File: config.mk
export PLATFORM = sky130hd
export DESIGN_NAME = tkd_touch_key
export DESIGN_NICKNAME = d
export VERILOG_FILES = /design/src/tkd_pkg.sv /design/src/tkd_touch_key.sv
export SDC_FILE = /design/constraint.sdc
export NUM_CORES = 2
export LEC_CHECK = 0
export BUFFER_PORTS_ARGS = -buffer_cell sky130_fd_sc_hd__buf_2
export CAP_MARGIN = 20
export CORE_UTILIZATION = 55
export CTS_BUF_LIST = sky130_fd_sc_hd__clkbuf_2
export CTS_CLUSTER_SIZE = 28
export DETAILED_ROUTE_END_ITERATION = 7
export HOLD_SLACK_MARGIN = 0.03
export PLACE_DENSITY = 0.71
export SLEW_MARGIN = 5
export SYNTH_ARGS = -nofsm -noshare
export SYNTH_HDL_FRONTEND = slang
export SYNTH_SLANG_ARGS = --single-unit
File: constraint.sdc
create_clock -name aclk -period 12.6 [get_ports aclk]
set_input_delay 0 -clock aclk [delete_from_list [all_inputs] [get_ports aclk]]
set_output_delay 0 -clock aclk [all_outputs]
set_load 0.01 [all_outputs]
File: src/tkd_pkg.sv
package tkd_pkg;
   localparam int SIG_W = 16;
   localparam int NKEY  = 16;
   localparam int KEY_W = 4;
   localparam int TH_W  = 8;
   localparam int DLY_W = 8;
   localparam int ADDR_W = 12;

   // full calibration length in bursts
   localparam logic [3:0] CAL_BURSTS = 4'h9;

   // register byte offsets
   localparam logic [ADDR_W-1:0] ADDR_CTRL   = 12'h000;
   localparam logic [ADDR_W-1:0] ADDR_DETECT = 12'h004;
   localparam logic [ADDR_W-1:0] ADDR_CALIB  = 12'h008;
   localparam logic [ADDR_W-1:0] ADDR_KCFG   = 12'h100;
   localparam logic [ADDR_W-1:0] ADDR_KDLY   = 12'h140;
   localparam logic [ADDR_W-1:0] ADDR_KST    = 12'h180;

   // control field positions
   localparam int CTRL_HN_LSB    = 0;
   localparam int CTRL_HP_LSB    = 2;
   localparam int CTRL_RECAL_BIT = 4;

   // reset values
   localparam logic [31:0] CTRL_RST = 32'h0000_0000;
   localparam logic [31:0] KCFG_RST = 32'h0412_0a14;
   localparam logic [31:0] KDLY_RST = 32'h0000_0420;

   localparam logic [1:0] RESP_OKAY   = 2'h0;
   localparam logic [1:0] RESP_SLVERR = 2'h2;

   typedef enum logic [1:0] {
      H_EIGHTH  = 2'h0,
      H_QUARTER = 2'h1,
      H_HALF    = 2'h2
   } tkd_hyst_e;

   typedef enum logic [1:0] {
      KS_CAL  = 2'h0,
      KS_IDLE = 2'h1,
      KS_PEND = 2'h3,
      KS_ON   = 2'h2
   } tkd_kst_e;

   typedef enum logic [2:0] {
      RG_CTRL, RG_DET, RG_CAL, RG_KCFG, RG_KDLY, RG_KST, RG_NONE
   } tkd_rgn_e;

   typedef struct packed {
      logic [KEY_W-1:0] key;
      logic [SIG_W-1:0] value;
   } tkd_sample_s;

   typedef struct packed {
      logic [2:0]      rsvd;
      logic            drift_off;
      logic [3:0]      drift_dn;
      logic [3:0]      drift_up;
      logic [3:0]      integ;
      logic [TH_W-1:0] pthr;
      logic [TH_W-1:0] nthr;
   } tkd_kcfg_s;

   typedef struct packed {
      logic [15:0]      rsvd;
      logic [DLY_W-1:0] pdly;
      logic [DLY_W-1:0] ndly;
   } tkd_kdly_s;
endpackage : tkd_pkg

File: src/tkd_touch_key.sv
// How it works
// - hysteresis of one eighth, quarter or half
// - drop-out sits between threshold and reference
// - separate global negative and positive hysteresis
// - idle reference slews one step toward signal
// - levels recomputed from current reference
// - no drift once below negative threshold
// - separate up and down drift rates
// - per-key drift rate, per-key drift disable
// - recalibrate when detection outlasts negative delay
// - negative delay per key, zero disables
// - integrator counts up, confirms at target
// - failed sample before target clears integrator
// - release counts down, off at zero
// - target zero disables detection, bursts continue
// - sixteen integrator target values per key
// - sustained positive swing loads reference with signal
// - positive delay per key, zero disables
// - touch is a falling signal
// - negative threshold is per-key offset below reference
// - positive threshold per-key offset above reference
// - full calibration takes nine bursts
`timescale 1ns/1ps
module tkd_touch_key
   import tkd_pkg::*;
(
   // clock and reset
   input  wire logic              aclk,
   input  wire logic              aresetn,
   // samples from the conversion front end
   input  wire logic              smp_valid,
   input  wire tkd_sample_s       smp,
   // key status
   output logic [NKEY-1:0]        detect_o,
   output logic [NKEY-1:0]        calib_o,
   // axi4-lite write
   input  wire logic [ADDR_W-1:0] s_axi_awaddr,
   input  wire logic              s_axi_awvalid,
   output logic                   s_axi_awready,
   input  wire logic [31:0]       s_axi_wdata,
   input  wire logic [3:0]        s_axi_wstrb,
   input  wire logic              s_axi_wvalid,
   output logic                   s_axi_wready,
   output logic [1:0]             s_axi_bresp,
   output logic                   s_axi_bvalid,
   input  wire logic              s_axi_bready,
   // axi4-lite read
   input  wire logic [ADDR_W-1:0] s_axi_araddr,
   input  wire logic              s_axi_arvalid,
   output logic                   s_axi_arready,
   output logic [31:0]            s_axi_rdata,
   output logic [1:0]             s_axi_rresp,
   output logic                   s_axi_rvalid,
   input  wire logic              s_axi_rready
);
   localparam int SX = SIG_W + 2;

   function automatic tkd_rgn_e decode(input logic [ADDR_W-1:0] a);
      if (a == ADDR_CTRL) decode = RG_CTRL;
      else if (a == ADDR_DETECT) decode = RG_DET;
      else if (a == ADDR_CALIB) decode = RG_CAL;
      else if (a[ADDR_W-1:6] == ADDR_KCFG[ADDR_W-1:6]) decode = RG_KCFG;
      else if (a[ADDR_W-1:6] == ADDR_KDLY[ADDR_W-1:6]) decode = RG_KDLY;
      else if (a[ADDR_W-1:6] == ADDR_KST[ADDR_W-1:6]) decode = RG_KST;
      else decode = RG_NONE;
   endfunction : decode

   function automatic logic [31:0] merge(input logic [31:0] o,
                                         input logic [31:0] n,
                                         input logic [3:0]  s);
      for (int b = 0; b < 4; b++)
         o[8*b +: 8] = s[b] ? n[8*b +: 8] : o[8*b +: 8];
      merge = o;
   endfunction : merge

   // portion of the threshold distance given back on drop-out
   function automatic logic [TH_W-1:0] hyst_part(input logic [TH_W-1:0] d,
                                                 input logic [1:0]      h);
      case (h)
         H_EIGHTH:  hyst_part = d >> 3;
         H_QUARTER: hyst_part = d >> 2;
         default:   hyst_part = d >> 1;
      endcase
   endfunction : hyst_part

   // configuration
   logic [1:0]       hn_reg;
   logic [1:0]       hp_reg;
   logic             recal_req_reg;
   tkd_kcfg_s        kcfg_reg [NKEY];
   tkd_kdly_s        kdly_reg [NKEY];
   // per-key state
   logic [SIG_W-1:0] ref_reg  [NKEY];
   logic [3:0]       cnt_reg  [NKEY];
   tkd_kst_e         kst_reg  [NKEY];
   logic [DLY_W-1:0] ntim_reg [NKEY];
   logic [DLY_W-1:0] ptim_reg [NKEY];
   logic [3:0]       dcnt_reg [NKEY];
   logic [3:0]       calc_reg [NKEY];
   logic [NKEY-1:0]  detect_reg;
   logic [NKEY-1:0]  calib_reg;
   // bus
   logic             awready_reg, wready_reg, bvalid_reg;
   logic             arready_reg, rvalid_reg;
   logic [1:0]       bresp_reg, rresp_reg;
   logic [31:0]      rdata_reg;
   logic             aw_got_reg, w_got_reg;
   logic [ADDR_W-1:0] awaddr_reg;
   logic [31:0]      wdata_reg;
   logic [3:0]       wstrb_reg;
   logic             wr_fire;
   tkd_rgn_e         wr_rgn;
   logic [KEY_W-1:0] wr_key;

   assign wr_fire = aw_got_reg && w_got_reg && !bvalid_reg;
   assign wr_rgn  = decode(awaddr_reg);
   assign wr_key  = awaddr_reg[2 +: KEY_W];

   // per-sample evaluation of the addressed key
   tkd_kcfg_s        cfg;
   tkd_kdly_s        dly;
   logic [SIG_W-1:0] ref_c, ref_n;
   logic [3:0]       cnt_c, cnt_n, dcnt_c, dcnt_n, calc_c, calc_n, rate;
   tkd_kst_e         kst_c, kst_n;
   logic [DLY_W-1:0] ntim_c, ntim_n, ptim_c, ptim_n;
   logic signed [SX-1:0] sig_x, ref_x, nd_x, pd_x, nh_x, ph_x;
   logic signed [SX-1:0] neg_lvl, neg_drop, pos_lvl, pos_drop;
   logic             below_n, still_n, above_p, still_p;
   logic             neg_fire, pos_fire;

   assign cfg    = kcfg_reg[smp.key];
   assign dly    = kdly_reg[smp.key];
   assign ref_c  = ref_reg[smp.key];
   assign cnt_c  = cnt_reg[smp.key];
   assign kst_c  = kst_reg[smp.key];
   assign ntim_c = ntim_reg[smp.key];
   assign ptim_c = ptim_reg[smp.key];
   assign dcnt_c = dcnt_reg[smp.key];
   assign calc_c = calc_reg[smp.key];

   assign sig_x = $signed({2'b00, smp.value});
   assign ref_x = $signed({2'b00, ref_c});
   assign nd_x  = $signed({{(SX-TH_W){1'b0}}, cfg.nthr});
   assign pd_x  = $signed({{(SX-TH_W){1'b0}}, cfg.pthr});
   assign nh_x  = $signed({{(SX-TH_W){1'b0}}, hyst_part(cfg.nthr, hn_reg)});
   assign ph_x  = $signed({{(SX-TH_W){1'b0}}, hyst_part(cfg.pthr, hp_reg)});
   // levels follow the live reference every sample
   assign neg_lvl  = ref_x - nd_x;
   assign neg_drop = neg_lvl + nh_x;
   assign pos_lvl  = ref_x + pd_x;
   assign pos_drop = pos_lvl - ph_x;
   assign below_n  = sig_x <= neg_lvl;
   assign still_n  = sig_x < neg_drop;
   assign above_p  = sig_x > pos_lvl;
   assign still_p  = sig_x > pos_drop;

   always_comb begin
      ref_n = ref_c;
      cnt_n = cnt_c;
      kst_n = kst_c;
      ntim_n = ntim_c;
      ptim_n = ptim_c;
      dcnt_n = dcnt_c;
      calc_n = calc_c;
      rate = 4'h0;
      neg_fire = 1'b0;
      pos_fire = 1'b0;
      case (kst_c)
         KS_CAL: begin
            ref_n = smp.value;
            cnt_n = 4'h0;
            ntim_n = '0;
            ptim_n = '0;
            dcnt_n = 4'h0;
            if (calc_c <= 4'h1) begin
               calc_n = 4'h0;
               kst_n = KS_IDLE;
            end else begin
               calc_n = calc_c - 4'h1;
            end
         end
         KS_ON: begin
            ptim_n = '0;
            if (cfg.integ == 4'h0) begin
               kst_n = KS_IDLE;
               cnt_n = 4'h0;
               ntim_n = '0;
            end else if (still_n) begin
               if (ntim_c != '1)
                  ntim_n = ntim_c + 1'b1;
               if (dly.ndly != '0 && ntim_n > dly.ndly) begin
                  neg_fire = 1'b1;
                  ref_n = smp.value;
                  cnt_n = 4'h0;
                  kst_n = KS_IDLE;
                  ntim_n = '0;
               end
            end else begin
               ntim_n = '0;
               cnt_n = cnt_c - 4'h1;
               if (cnt_c <= 4'h1) begin
                  cnt_n = 4'h0;
                  kst_n = KS_IDLE;
               end
            end
         end
         default: begin
            ntim_n = '0;
            if (cfg.integ == 4'h0) begin
               kst_n = KS_IDLE;
               cnt_n = 4'h0;
            end else if (below_n) begin
               if ({1'b0, cnt_c} + 5'h01 >= {1'b0, cfg.integ}) begin
                  kst_n = KS_ON;
                  cnt_n = cfg.integ;
               end else begin
                  kst_n = KS_PEND;
                  cnt_n = cnt_c + 4'h1;
               end
            end else begin
               kst_n = KS_IDLE;
               cnt_n = 4'h0;
            end
            if (dly.pdly != '0 && (above_p || (ptim_c != '0 && still_p))) begin
               if (ptim_c != '1)
                  ptim_n = ptim_c + 1'b1;
               if (ptim_n >= dly.pdly) begin
                  pos_fire = 1'b1;
                  ref_n = smp.value;
                  ptim_n = '0;
                  dcnt_n = 4'h0;
               end
            end else begin
               ptim_n = '0;
            end
            // drift held while a positive swing is being timed
            if (!pos_fire && ptim_n == '0 && kst_c == KS_IDLE && !below_n
                && !cfg.drift_off && smp.value != ref_c) begin
               rate = (smp.value > ref_c) ? cfg.drift_up
                                          : cfg.drift_dn;
               if (rate != 4'h0) begin
                  if ({1'b0, dcnt_c} + 5'h01 >= {1'b0, rate}) begin
                     dcnt_n = 4'h0;
                     ref_n = (smp.value > ref_c) ? ref_c + 1'b1
                                                 : ref_c - 1'b1;
                  end else begin
                     dcnt_n = dcnt_c + 4'h1;
                  end
               end
            end
         end
      endcase
   end

   // per-key state store; recalibration request wins over a sample
   always_ff @(posedge aclk) begin
      if (!aresetn || recal_req_reg) begin
         for (int k = 0; k < NKEY; k++) begin
            ref_reg[k] <= '0;
            cnt_reg[k] <= 4'h0;
            kst_reg[k] <= KS_CAL;
            ntim_reg[k] <= '0;
            ptim_reg[k] <= '0;
            dcnt_reg[k] <= 4'h0;
            calc_reg[k] <= CAL_BURSTS;
         end
      end else if (smp_valid) begin
         ref_reg[smp.key] <= ref_n;
         cnt_reg[smp.key] <= cnt_n;
         kst_reg[smp.key] <= kst_n;
         ntim_reg[smp.key] <= ntim_n;
         ptim_reg[smp.key] <= ptim_n;
         dcnt_reg[smp.key] <= dcnt_n;
         calc_reg[smp.key] <= calc_n;
      end
   end

   // status vectors
   always_ff @(posedge aclk) begin
      if (!aresetn || recal_req_reg) begin
         detect_reg <= '0;
         calib_reg <= '1;
      end else if (smp_valid) begin
         detect_reg[smp.key] <= (kst_n == KS_ON);
         calib_reg[smp.key] <= (kst_n == KS_CAL);
      end
   end

   assign detect_o = detect_reg;
   assign calib_o  = calib_reg;

   // configuration writes
   always_ff @(posedge aclk) begin
      if (!aresetn) begin
         hn_reg <= CTRL_RST[CTRL_HN_LSB +: 2];
         hp_reg <= CTRL_RST[CTRL_HP_LSB +: 2];
         recal_req_reg <= 1'b0;
         for (int k = 0; k < NKEY; k++) begin
            kcfg_reg[k] <= KCFG_RST;
            kdly_reg[k] <= KDLY_RST;
         end
      end else begin
         recal_req_reg <= 1'b0;
         if (wr_fire && wr_rgn == RG_CTRL && wstrb_reg[0]) begin
            hn_reg <= wdata_reg[CTRL_HN_LSB +: 2];
            hp_reg <= wdata_reg[CTRL_HP_LSB +: 2];
            recal_req_reg <= wdata_reg[CTRL_RECAL_BIT];
         end
         if (wr_fire && wr_rgn == RG_KCFG)
            kcfg_reg[wr_key] <= merge(kcfg_reg[wr_key], wdata_reg, wstrb_reg);
         if (wr_fire && wr_rgn == RG_KDLY)
            kdly_reg[wr_key] <= merge(kdly_reg[wr_key], wdata_reg, wstrb_reg);
      end
   end

   // write channels taken in either order, response after both
   always_ff @(posedge aclk) begin
      if (!aresetn) begin
         awready_reg <= 1'b0;
         wready_reg <= 1'b0;
         bvalid_reg <= 1'b0;
         bresp_reg <= RESP_OKAY;
         aw_got_reg <= 1'b0;
         w_got_reg <= 1'b0;
         awaddr_reg <= '0;
         wdata_reg <= '0;
         wstrb_reg <= 4'h0;
      end else begin
         if (s_axi_awvalid && awready_reg) begin
            awaddr_reg <= s_axi_awaddr;
            aw_got_reg <= 1'b1;
            awready_reg <= 1'b0;
         end else if (!aw_got_reg && !bvalid_reg) begin
            awready_reg <= 1'b1;
         end
         if (s_axi_wvalid && wready_reg) begin
            wdata_reg <= s_axi_wdata;
            wstrb_reg <= s_axi_wstrb;
            w_got_reg <= 1'b1;
            wready_reg <= 1'b0;
         end else if (!w_got_reg && !bvalid_reg) begin
            wready_reg <= 1'b1;
         end
         if (wr_fire) begin
            bvalid_reg <= 1'b1;
            bresp_reg <= (wr_rgn == RG_NONE) ? RESP_SLVERR : RESP_OKAY;
            aw_got_reg <= 1'b0;
            w_got_reg <= 1'b0;
         end else if (bvalid_reg && s_axi_bready) begin
            bvalid_reg <= 1'b0;
         end
      end
   end

   // read channel
   always_ff @(posedge aclk) begin
      if (!aresetn) begin
         arready_reg <= 1'b0;
         rvalid_reg <= 1'b0;
         rresp_reg <= RESP_OKAY;
         rdata_reg <= '0;
      end else if (s_axi_arvalid && arready_reg) begin
         arready_reg <= 1'b0;
         rvalid_reg <= 1'b1;
         rresp_reg <= RESP_OKAY;
         rdata_reg <= '0;
         case (decode(s_axi_araddr))
            RG_CTRL: begin
               rdata_reg[CTRL_HN_LSB +: 2] <= hn_reg;
               rdata_reg[CTRL_HP_LSB +: 2] <= hp_reg;
            end
            RG_DET:  rdata_reg[NKEY-1:0] <= detect_reg;
            RG_CAL:  rdata_reg[NKEY-1:0] <= calib_reg;
            RG_KCFG: rdata_reg <= kcfg_reg[s_axi_araddr[2 +: KEY_W]];
            RG_KDLY: rdata_reg <= kdly_reg[s_axi_araddr[2 +: KEY_W]];
            RG_KST:  rdata_reg <= {10'h000,
                                   kst_reg[s_axi_araddr[2 +: KEY_W]],
                                   cnt_reg[s_axi_araddr[2 +: KEY_W]],
                                   ref_reg[s_axi_araddr[2 +: KEY_W]]};
            default: rresp_reg <= RESP_SLVERR;
         endcase
      end else if (rvalid_reg && s_axi_rready) begin
         rvalid_reg <= 1'b0;
      end else if (!rvalid_reg) begin
         arready_reg <= 1'b1;
      end
   end

   assign s_axi_awready = awready_reg;
   assign s_axi_wready  = wready_reg;
   assign s_axi_bvalid  = bvalid_reg;
   assign s_axi_bresp   = bresp_reg;
   assign s_axi_arready = arready_reg;
   assign s_axi_rvalid  = rvalid_reg;
   assign s_axi_rresp   = rresp_reg;
   assign s_axi_rdata   = rdata_reg;
endmodule : tkd_touch_key

==> impl_metrics.yaml <==
run:
  max-cap-violations: 0
route:
  first_iter_violations: 9797
  detail_route.wirelength_um: 318000
  vias_per_cell: 6.609
  post-route-drc-count: 0
  route.antenna.remaining_nets: 0
  drt_pre_antenna_iters: 6
  via_count: 68195
  wl_per_cell_um: 30.82
critical_path:
  cp_slowest_stage_delay_ns: 0.84
  timing.setup.critical_path_class: "reg -> reg"
  endpoint: "ref_reg[2][5]"
  r2r-end: "ref_reg[2][5]"
  cp_data_arrival_time_ns: 11.87
  critPathSlowestCell: "dlygate4sd3_1"
  regToRegSetupSlack_ns: 2.36
  r2r_cells: 33
  timing.critical_path.from: "ref_reg[5][0]"
  critical_path.reg2reg.startpoint: "ref_reg[5][0]"
  critPathMaxFanout: 16
  required_ns: 14.23
  crit_top_cell: "a21o_1"
  cp-end-kind: "flop"
  critical_path.startpoint_type: "flop"
global_route:
  grt_pass1_wl_um: 455800
  first_global_vias: 68358
  grt_start_max_net_pins: 120
  antenna_found_initial: 11
  groute.usage.overall_pct: 35.58
  remaining_overflow_grt: 0
min_path:
  holdCritPathClass: "in -> reg"
synthesis:
  fraction_of_the_mapped_netlist_area_in_compound_gates_pct: 4.920
  synth.yosys.seq_area_share_pct: 57.26
  synthDominantCellAreaShare_pct: 54.65
  synth.lib_cells_used.distinct: 113
  post-synth-top-area-cell: "edfxtp_1"
  synth.most_common_cell: "edfxtp_1"
  synth.area.top_cells: "edfxtp_1 55%, mux4_2 19%, nor2_1 6.5%"
  synth_top_flop_cell: "edfxtp_1"
  post_synth.cell_area_avg_sq_um: 13.84
  netlist_instances: 6986
  synth_edf_count: 1760
  synth_common_cells: "1760 x edfxtp_1, 1664 x nor2_1, 816 x mux4_2"
  async_flop_share_pct: 0
  cell_area_after_technology_mapping_sq_mm: 0.09671
  synth_xor_area_share_pct: 0.7440
  synth-seq-cells: 1886
  synth-simple-area-share_pct: 10.69
  yosysWarnings: 0
  dominant_combinational_cell_family_by_area_after_synthesis: "multiplexers"
  synth.mux.area_fraction_pct: 21.00
  yosys.area_share.adder_pct: 2.031
clock_network:
  cts_inserted_buffers: 475
  cts_root_buffer: "clkbuf_2"
  clock_sinks: 1886
  clock_insertion_delay_worst_skew_ns: 2.09
  tritoncts_clock_tree: "done"
  path_clk_slew_ns: 0.13
  cts_max_level: 5
  cts_buffer_depth: 4
  cts_resized: 0
power:
  cellPowerDensity_mw_per_mm2: 127.4
  ir_worst_vdd_v: 0.0001107
  total_leakage_power_nw: 37.22
  total_power_mw: 13.73
layout:
  fraction_of_final_layout_cells_with_drive_strength_greater_than_1_pct: 26.38
  nets: 7878
  area.growth.synth_to_final_pct: 11.46
  post-route-util_pct: 61.88
die:
  die_width_um: 421.3
  ios: 161
  rows: 153
  floorplan.initialDensity_pct: 55.51
  die_height_um: 421.3
  die_footprint_sq_mm: 0.1775
  core-area_sq_mm: 0.1742
placed_design:
  port_buffers: 158
  hpwl_um: 193200
  gp_congestion: 0.9627
sta:
  grt_setup_unrepaired: "false"
  final_min_period_over_clock_period_pct: 81.28
  max-slew-margin-rel_pct: 10.20
  post-route-min-period_ns: 10.24
  fmaxAchievable_ghz: 0.09765
  clock_skew_ns: 0.2983
  setup_viol: 0
  fin_setup_tns_ns: 0
  finalHoldViolations: 0
  report.final.slew_viol_count: 0
  tightestPinTransition_ns: 1.347
run_status:
  run_status: "complete, no violations"
-- report_power, final --
group	leakage, nW	switching, mW	internal (mW)
Combinational	15.4	1.57	0.967
Clock	3.20	2.52	1.55
Sequential	18.6	0.102	7.03
Total	37.2	4.19	9.54
-- critical path, delay by kind of cell (launching register included) --
kind	cells	cell delay [ns]
AOI/OAI and AO/OA	15	3.14
buffers and inverters	5	2.46
and+or+nand+nor	7	1.85
adders and majority gates	4	1.43
muxes	1	0.46
DFF	1	0.42
xor gates and xnor gates	1	0.17
-- worst min path at each step --
stage	from	to	slack, ns	cells past startpoint
floorplan	aresetn	recal_req_reg	0.14	2
global placement	s_axi_wdata[1]	wdata_reg[1]	0.25	3
detailed placement	s_axi_awaddr[11]	awaddr_reg[11]	0.26	3
CTS	smp[18]	ref_reg[12][3]	0.03	6
global route	smp[18]	ptim_reg[3][1]	0.20	6
finish	smp[18]	ptim_reg[0][1]	0.20	6
-- final cells by class --
class	instances	area, sq um
clock inverter	119	558.0
fill	13203	66410
inverter	128	480.5
clock buffer	708	3543
tap	2325	2909
timing repair buffer	752	6384
antenna	8	20.02
multi-input combinational	4393	38520
sequential	1886	55370
-- stage by stage --
step | std cells | instance area, sq um | worst slack (ns) | hold slack, ns
after floorplan | 6987 | 96710 | 3.362 | 0.1423
after global placement | 9103 | 99820 | 3.094 | 0.2532
after detailed placement | 9108 | 99860 | 3.127 | 0.2602
after CTS | 10293 | 107600 | 2.569 | 0.03000
after global routing | 10313 | 107800 | 2.036 | 0.2033
final | 10319 | 107800 | 2.359 | 0.1984
-- per-layer routing --
layer  track usage (%)  part of all wire, %
met1             43.78                   34
met5                 0                0.036
met4             20.24                  6.4
met2             56.91                   47
met3             9.830                   13
-- layout by cell type, fill, tap and decap left out, types with 37 or more instances in the layout --
| cell type | instances |
|---|---|
| a21boi_0 | 64 |
| a21oi_1 | 104 |
| buf_2 | 155 |
| buf_4 | 220 |
| clkbuf_2 | 708 |
| clkinv_1 | 99 |
| dfxtp_1 | 126 |
| dlygate4sd3_1 | 351 |
| edfxtp_1 | 1760 |
| ha_1 | 149 |
| inv_1 | 125 |
| mux2i_1 | 51 |
| mux4_1 | 37 |
| mux4_2 | 816 |
| nand2_1 | 488 |
| nand3_1 | 50 |
| nor2_1 | 1660 |
| nor3_1 | 43 |
| o21ai_0 | 186 |
| xnor2_1 | 54 |
-- cell families (layout without fill, tap and decap cells) --
group | Yosys count | after routing
simple gates | 2517 | 2517
flops | 1886 | 1886
mux | 934 | 934
buf+inv | 708 | 1707
compound gates | 707 | 707
fa+ha+maj | 154 | 154
xor+xnor | 79 | 79
other cells | 1 | 10
-- repair_timing --
action / CTS / global route
hold endpoints to repair: 3646 / 0
buffers inserted: 0 / 0
hold buffers: 358 / 0
Note: power is estimated with default switching activity, not from simulation.
